<file path="config.mk">
export PLATFORM = sky130hd
export DESIGN_NAME = dpc_port_ctrl
export DESIGN_NICKNAME = d
export VERILOG_FILES = /design/src/logic/dpc_pkg.sv /design/src/logic/dpc_port_ctrl.sv
export VERILOG_INCLUDE_DIRS = /design/src /design/src/logic
export SDC_FILE = /design/constraint.sdc
export NUM_CORES = 1
export LEC_CHECK = 0
export ABC_CLOCK_PERIOD_IN_PS = 1950
export BUFFER_PORTS_ARGS = -buffer_cell sky130_fd_sc_hd__buf_2
export CORE_UTILIZATION = 40
export DETAILED_ROUTE_END_ITERATION = 12
export GPL_TIMING_DRIVEN = 0
export MAX_ROUTING_LAYER = met4
export PLACE_DENSITY = 0.66
export SETUP_SLACK_MARGIN = 0.3
export SYNTH_ARGS = -nofsm -noshare
export SYNTH_HDL_FRONTEND = slang
export SYNTH_SLANG_ARGS = --single-unit
</file>
<file path="constraint.sdc">
create_clock -name clk_sys -period 1.95 [get_ports clk_sys]
set_clock_uncertainty 0.05 [all_clocks]
set_input_delay 0.0975 -clock clk_sys [delete_from_list [all_inputs] [get_ports clk_sys]]
set_output_delay 0.0975 -clock clk_sys [all_outputs]
set_load 0.01 [all_outputs]
</file>
<file path="src/logic/dpc_map.svh">
// Pin timing counts and addresses for the dual-port memory port controller
`ifndef DPC_MAP_SVH
`define DPC_MAP_SVH
`define DPC_ADDR_W          15
`define DPC_DATA_W          8
`define DPC_MBOX_RIGHT      15'h7FFF
`define DPC_MBOX_LEFT       15'h7FFE
`define DPC_TOKEN_COUNT     8
`define DPC_CLK_PERIOD_NS   10
// Timing figures in ns; arbitrary plain defaults for the speed grade
`define DPC_SETUP_NS        10
`define DPC_ACCESS_NS       20
`define DPC_FLOW_NS         30
`define DPC_BUSY_NS         20
`define DPC_TURN_NS         10
`define DPC_TOKEN_RD_NS     20
// Least times round up to whole cycles
`define DPC_CYC(ns) (((ns) + `DPC_CLK_PERIOD_NS - 1) / `DPC_CLK_PERIOD_NS)
`define DPC_SETUP_CYC       `DPC_CYC(`DPC_SETUP_NS)
`define DPC_ACCESS_CYC      `DPC_CYC(`DPC_ACCESS_NS + `DPC_FLOW_NS)
`define DPC_BUSY_CYC        `DPC_CYC(`DPC_BUSY_NS)
`define DPC_TURN_CYC        `DPC_CYC(`DPC_TURN_NS)
`define DPC_TOKEN_RD_CYC    `DPC_CYC(`DPC_TOKEN_RD_NS + `DPC_ACCESS_NS)
`endif

</file>
<file path="src/logic/dpc_pkg.sv">
// Types for the dual-port memory port controller
`default_nettype none
package dpc_pkg;
    typedef enum logic [2:0] {
        ST_IDLE  = 3'b000,
        ST_BUSYW = 3'b001,
        ST_SETUP = 3'b010,
        ST_STROBE = 3'b011,
        ST_READ  = 3'b100,
        ST_TURN  = 3'b101,
        ST_DONE  = 3'b110
    } dpc_state_t;
    typedef struct packed {
        dpc_state_t  st;
        logic [7:0]  cnt;
        logic        is_wr;
        logic        is_tok;
        logic        tok_rd;
        logic [14:0] addr;
        logic [7:0]  wdat;
        logic [7:0]  rdat;
        logic        ce_n;
        logic        sel_n;
        logic        rw_n;
        logic        oe_n;
        logic        dq_oe;
        logic        done;
        logic        busy_s1;
        logic        busy_s2;
        logic        int_s1;
        logic        int_s2;
    } dpc_regs_t;
endpackage
`default_nettype wire

</file>
<file path="src/logic/dpc_port_ctrl.sv">
// Controller for one port of the asynchronous dual-port memory
//
// Summary of operation
// Write data stands a setup interval before read/write strobe rises.
// Device accepts strobe- or select-ended writes; we end by strobe.
// Read waits flowthrough delay after the other port's write data.
// Reads assert output enable and chip select, wait the access time.
// Token access asserts token select instead of chip select.
// Top word is right mailbox, next lower is left mailbox.
// Writing the other port's mailbox raises its interrupt flag.
// Reading own mailbox clears own interrupt flag.
// Reading other mailbox leaves its interrupt flag untouched.
// Busy toward a port blocks its mailbox write from interrupting.
// Busy toward a port blocks its own mailbox read.
// Arbiter grants a contended location to exactly one port.
// Busy appears a busy delay after address match or select.
// Role pin high makes the device master driving busy.
// Role pin low makes the device slave taking busy in.
// Writes wait until busy has settled before strobing.
// Eight token latches, apart from the memory array.
// Token index is the three lowest address lines only.
// After token write, deselect a turnaround then wait before reading.
// Token write uses only the lowest data line.
// Only the owner releases a token; pending request then wins.
// Token read returns the latch value on every data line.
// Simultaneous token requests grant exactly one side.
`timescale 1ns/1ps
`default_nettype none
`include "dpc_map.svh"
module dpc_port_ctrl
    import dpc_pkg::*;
#(
    parameter int ADDR_W = `DPC_ADDR_W,
    parameter int DATA_W = `DPC_DATA_W
) (
    input  wire logic              clk_sys,
    input  wire logic              srst,
    input  wire logic              req_valid,
    output logic                   req_ready,
    input  wire logic              req_write,
    input  wire logic              req_token,
    input  wire logic [14:0]       req_addr,
    input  wire logic [7:0]        req_wdata,
    output logic                   rsp_valid,
    output logic [7:0]             rsp_rdata,
    output logic                   mbox_irq,
    output logic                   mem_ce_n,
    output logic                   mem_token_latch_select_n,
    output logic                   mem_rw_n,
    output logic                   mem_oe_n,
    output logic [14:0]            mem_addr,
    output logic [7:0]             mem_dq_o,
    output logic                   mem_dq_oe,
    input  wire logic [7:0]        mem_dq_i,
    input  wire logic              mem_busy_n,
    input  wire logic              mem_int_n
);
    import dpc_pkg::*;

    localparam logic [7:0] SETUP_C = 8'(`DPC_SETUP_CYC);
    localparam logic [7:0] ACC_C   = 8'(`DPC_ACCESS_CYC);
    localparam logic [7:0] BUSY_C  = 8'(`DPC_BUSY_CYC);
    localparam logic [7:0] TURN_C  = 8'(`DPC_TURN_CYC);
    localparam logic [7:0] TRD_C   = 8'(`DPC_TOKEN_RD_CYC);

    dpc_regs_t r_ff;
    dpc_regs_t nxt_r;

    // Token index only: upper lines are don't care to the device
    function automatic logic [14:0] tok_addr(input logic [14:0] a);
        tok_addr = {12'h000, a[2:0]};
    endfunction

    // Sequencer: one access at a time, strobe-terminated writes
    always_comb begin
        nxt_r = r_ff;
        nxt_r.done = 1'b0;
        // Busy and interrupt pin inputs pass two flops before use
        nxt_r.busy_s1 = ~mem_busy_n;
        nxt_r.busy_s2 = r_ff.busy_s1;
        nxt_r.int_s1 = ~mem_int_n;
        nxt_r.int_s2 = r_ff.int_s1;
        case (r_ff.st)
            ST_IDLE: begin
                if (req_valid) begin
                    nxt_r.is_wr = req_write;
                    nxt_r.is_tok = req_token;
                    nxt_r.tok_rd = 1'b0;
                    nxt_r.addr = req_token ? tok_addr(req_addr) : req_addr;
                    nxt_r.wdat = req_token ? {7'h00, req_wdata[0]} : req_wdata;
                    nxt_r.ce_n = req_token;
                    nxt_r.sel_n = ~req_token;
                    nxt_r.oe_n = req_write;
                    nxt_r.cnt = BUSY_C;
                    nxt_r.st = ST_BUSYW;
                end
            end
            ST_BUSYW: begin
                // Let busy settle, then hold off memory accesses (not token accesses) while it is asserted
                if (r_ff.cnt != 8'h00) begin
                    nxt_r.cnt = r_ff.cnt - 8'h01;
                end else if (!r_ff.busy_s2 || r_ff.is_tok) begin
                    if (r_ff.is_wr) begin
                        nxt_r.rw_n = 1'b0;
                        nxt_r.dq_oe = 1'b1;
                        nxt_r.cnt = SETUP_C;
                        nxt_r.st = ST_SETUP;
                    end else begin
                        nxt_r.cnt = ACC_C;
                        nxt_r.st = ST_READ;
                    end
                end
            end
            ST_SETUP: begin
                if (r_ff.cnt != 8'h00) begin
                    nxt_r.cnt = r_ff.cnt - 8'h01;
                end else begin
                    nxt_r.rw_n = 1'b1;
                    nxt_r.st = ST_STROBE;
                end
            end
            ST_STROBE: begin
                // Release data one cycle after strobe rises for hold
                nxt_r.dq_oe = 1'b0;
                nxt_r.ce_n = 1'b1;
                nxt_r.sel_n = 1'b1;
                if (r_ff.is_tok) begin
                    nxt_r.cnt = TURN_C;
                    nxt_r.st = ST_TURN;
                end else begin
                    nxt_r.st = ST_DONE;
                end
            end
            ST_TURN: begin
                // Token written: deselect, then read back the outcome
                if (r_ff.cnt != 8'h00) begin
                    nxt_r.cnt = r_ff.cnt - 8'h01;
                end else begin
                    nxt_r.sel_n = 1'b0;
                    nxt_r.oe_n = 1'b0;
                    nxt_r.tok_rd = 1'b1;
                    nxt_r.cnt = TRD_C;
                    nxt_r.st = ST_READ;
                end
            end
            ST_READ: begin
                if (r_ff.cnt != 8'h00) begin
                    nxt_r.cnt = r_ff.cnt - 8'h01;
                end else begin
                    // Token value sits on every line; keep bit 0 only
                    nxt_r.rdat = r_ff.is_tok ?
                        {7'h00, mem_dq_i[0]} : mem_dq_i;
                    nxt_r.oe_n = 1'b1;
                    nxt_r.ce_n = 1'b1;
                    nxt_r.sel_n = 1'b1;
                    nxt_r.st = ST_DONE;
                end
            end
            ST_DONE: begin
                nxt_r.done = 1'b1;
                nxt_r.st = ST_IDLE;
            end
            default: begin
                nxt_r.st = ST_IDLE;
            end
        endcase
        if (srst) begin
            nxt_r = '0;
            nxt_r.ce_n = 1'b1;
            nxt_r.sel_n = 1'b1;
            nxt_r.rw_n = 1'b1;
            nxt_r.oe_n = 1'b1;
        end
    end

    // State register
    always_ff @(posedge clk_sys) begin
        r_ff <= nxt_r;
    end

    // Pin and user outputs; all pin drives are flops
    assign req_ready = (r_ff.st == ST_IDLE);
    assign rsp_valid = r_ff.done;
    assign rsp_rdata = r_ff.rdat;
    assign mbox_irq = r_ff.int_s2;
    assign mem_ce_n = r_ff.ce_n;
    assign mem_token_latch_select_n = r_ff.sel_n;
    assign mem_rw_n = r_ff.rw_n;
    assign mem_oe_n = r_ff.oe_n;
    assign mem_addr = r_ff.addr;
    assign mem_dq_o = r_ff.wdat;
    assign mem_dq_oe = r_ff.dq_oe;
endmodule
`default_nettype wire

</file>
==> results.yml <==
power_and_ir_drop:
  leakagePower_nw: 1.82
  p_int_mw: 3.65
  p_seq_share_pct: 24.0
  p_clk_share_pct: 12.2
  switchingPower_mw: 2.65
  combPwrFrac_pct: 63.8
  p_per_area_mw_per_mm2: 1550
  worst_ir_drop_vdd_v: 0.000694
  swShare_pct: 42.1
layout:
  antenna-diode-count: 0
  layout_commonest_cell: "buf_2"
  layout_common_cells: "buf_2, dfxtp_1, buf_4"
  nets: 490
  drive_above_1_share_pct: 47.7
  area_growth_pct: 49.4
  stdcell_area_mm2: 0.00407
place:
  portBuffers: 75
  dp_hpwl_mm: 4.89
  gp_congestion: 0.907
  dp_slack_ns: -0.153
  postPlaceCellArea_mm2: 0.00325
synthesis:
  async_flop_share_pct: 0
  ys_seq_area_share_pct: 39.7
  yosys-top-cells-area: "dfxtp_1, a21oi_1, buf_4"
  netlist.top_cell.by_area: "dfxtp_1"
  synth-edff-count: 0
  ys_seq_elements: 54
  syn_area_mm2: 0.00273
  synth_top_area_share_pct: 39.7
  ys.flop_type: "dfxtp_1"
  synth.avg_cell_area_um2: 8.24
  syn_inst: 331
  ys_warn_count: 0
  synth.distinct_cells: 52
  syn_nets: 371
timing:
  final_max_slew_viol_count: 0
  rsz0062_at_grt: "true"
  setup_slack_ns: 0.106
  post-route-period-util_pct: 94.6
  worst_slew_pin_slew_ns: 0.546
  max-slew-margin-rel_pct: 63.6
  maxClockFrequency_mhz: 542
  holdWs_ns: 0.0184
  setup_viol: 0
  timing.final.crit_period_ns: 1.84
  finalHoldViolCount: 0
critical_path:
  critPathKind: "flip-flop to flip-flop"
  path_max_fanout: 7
  crit_start: "r_ff[44]$_SDFFE_PP0P_"
  start_kind: "flip-flop"
  rrSetupSlack_ns: 0.11
  r2r_start: "r_ff[44]$_SDFFE_PP0P_"
  cp.arrival_ns: 2.01
  endpoint_kind: "flip-flop"
  cp.required_ns: 2.11
die:
  die_y_um: 84.6
  die-area_mm2: 0.00715
  coreArea_mm2: 0.00646
  ioPinCount: 77
  num_rows: 29
  die_w_um: 84.6
  start_util_pct: 42.2
global_route:
  grt_max_degree: 18
  grt_pass1_vias: 2722
  grt_usage_pct: 22.6
  grt_util_met3_pct: 3.24
  grt_overflow: 0
  grt_pass1_wl_mm: 12.6
  antenna_found_initial: 0
  grt_use_met1_pct: 27.6
  grtUsageMet2_pct: 37.7
  top_usage_layer: "met2"
drt:
  drc: 4
  drt-initial-drc-count: 154
  antenna_left: 0
  routedWlPerCell_um: 15.6
  avgViaCountPerCell: 5.32
  wl_mm: 8.23
  vias: 2808
  drt_pass1_iterations: 8
clock_tree:
  clk_latency_ns: 0.31
  clkSinkCount: 54
  tritoncts: "done"
  clk_pin_slew_ns: 0.10
  cts_root_buffer: "clkbuf_8"
  htreeDepth: 2
  clock_path_buffers: 2
  numCtsBuffers: 5
status:
  violations: "DRC"
  status: "finished, violations left"
worst_hold_path:
  holdCritStartpoint: "mem_dq_i[4]"
  hold_class: "input pin to flip-flop"
flow_run:
  drv_cap: 0
## state kept, by name, summed over array words and instances (netlist names)
signal	flops
mem_addr	15
mem_token_latch_select_n	1
mbox_irq	1
mem_dq_o	8
rsp_rdata	8
mem_rw_n	1
rsp_valid	1
mem_ce_n	1
mem_oe_n	1
mem_dq_oe	1
r_ff	16
## power by group through the flow
stage	Combinational, mW	Sequential, mW	Clock [mW]
global placement	2.64	1.50	0
CTS	3.36	1.50	0.782
global route	4.28	1.54	0.840
finish	4.02	1.52	0.767
floorplan	2.04	1.49	0
detailed placement	2.66	1.51	0
## cell families (layout without fill, tap and decap cells)
| logic type | Yosys count | count (layout) | share of synthesized area, % |
|---|---|---|---|
| compound gates | 84 | 85 | 19.1 |
| xor+xnor | 1 | 1 | 0.321 |
| fa+ha+maj | 2 | 2 | 0.918 |
| buf+inv | 61 | 180 | 13.3 |
| flops | 54 | 54 | 39.7 |
| mux | 4 | 4 | 1.51 |
| simple gates | 125 | 125 | 25.1 |
## synthesized netlist by cell type (3+ instances only)
library cell and number:
a211oi_1 5, a21oi_1 50, and3_1 22, buf_1 3
buf_2 8, buf_4 33, clkbuf_1 10, dfxtp_1 54
inv_1 6, mux2i_1 3, nand2_1 29, nand2b_1 3
nand3b_1 8, nor2_1 28, nor2b_1 8, nor3_1 8
nor3b_1 3, o21ai_0 8
## path summary, 6_finish.rpt
path | cells after the start | to
hold reg to reg | 1 | r_ff[2]$_SDFF_PP0_
setup reg to reg | 7 | r_ff[52]$_SDFFE_PP0P_
hold / removal | 3 | rsp_rdata[4]$_SDFFE_PP0P_
setup / recovery | 7 | r_ff[52]$_SDFFE_PP0P_
## final cells by class
| type | count | area (µm²) |
|---|---|---|
| buffer | 54 | 398 |
| clock buffer | 5 | 68.8 |
| clock inverter | 3 | 43.8 |
| fill | 546 | 2380 |
| inverter | 7 | 33.8 |
| multi-input combinational | 217 | 1600 |
| sequential | 54 | 1090 |
| tap | 77 | 96.3 |
| timing repair buffer | 111 | 747 |
## metal layers
layer | part of all wire (%) | routed length, µm
met4 | 2.8 | 231
met5 | 0 | 0
met1 | 44 | 3630
met3 | 3.8 | 312
met2 | 49 | 4060
## worst max-delay path, cell delays in order, from the launching register on
cell,delay (ns)
dfxtp_4,0.38
inv_4,0.04
ha_4,0.15
nor3b_4,0.16
and2_1,0.19
buf_6,0.14
o32a_4,0.33
mux2_4,0.30
## per-stage QoR
| stage | utilization, % | power (mW) | TNS [ns] | std cells |
|---|---|---|---|---|
| after floorplan | - | 3.53 | 0 | 331 |
| after global placement | 50.3 | 4.14 | -1.03 | 483 |
| after detailed placement | 50.3 | 4.17 | -0.705 | 483 |
| after CTS | 58.7 | 5.63 | 0 | 522 |
| after global routing | 63.1 | 6.66 | 0 | 528 |
| final | 63.1 | 6.31 | 0 | 528 |
## what timing repair did
action	4_1_cts	5_1_grt
hold endpoints to repair	15	0
cloned	2	2
resized for setup	40	49
hold buffers	15	0
buffers inserted	14	4
setup endpoints to repair	46	49
pin swaps	10	19
Power figures use the tool's default switching activity.
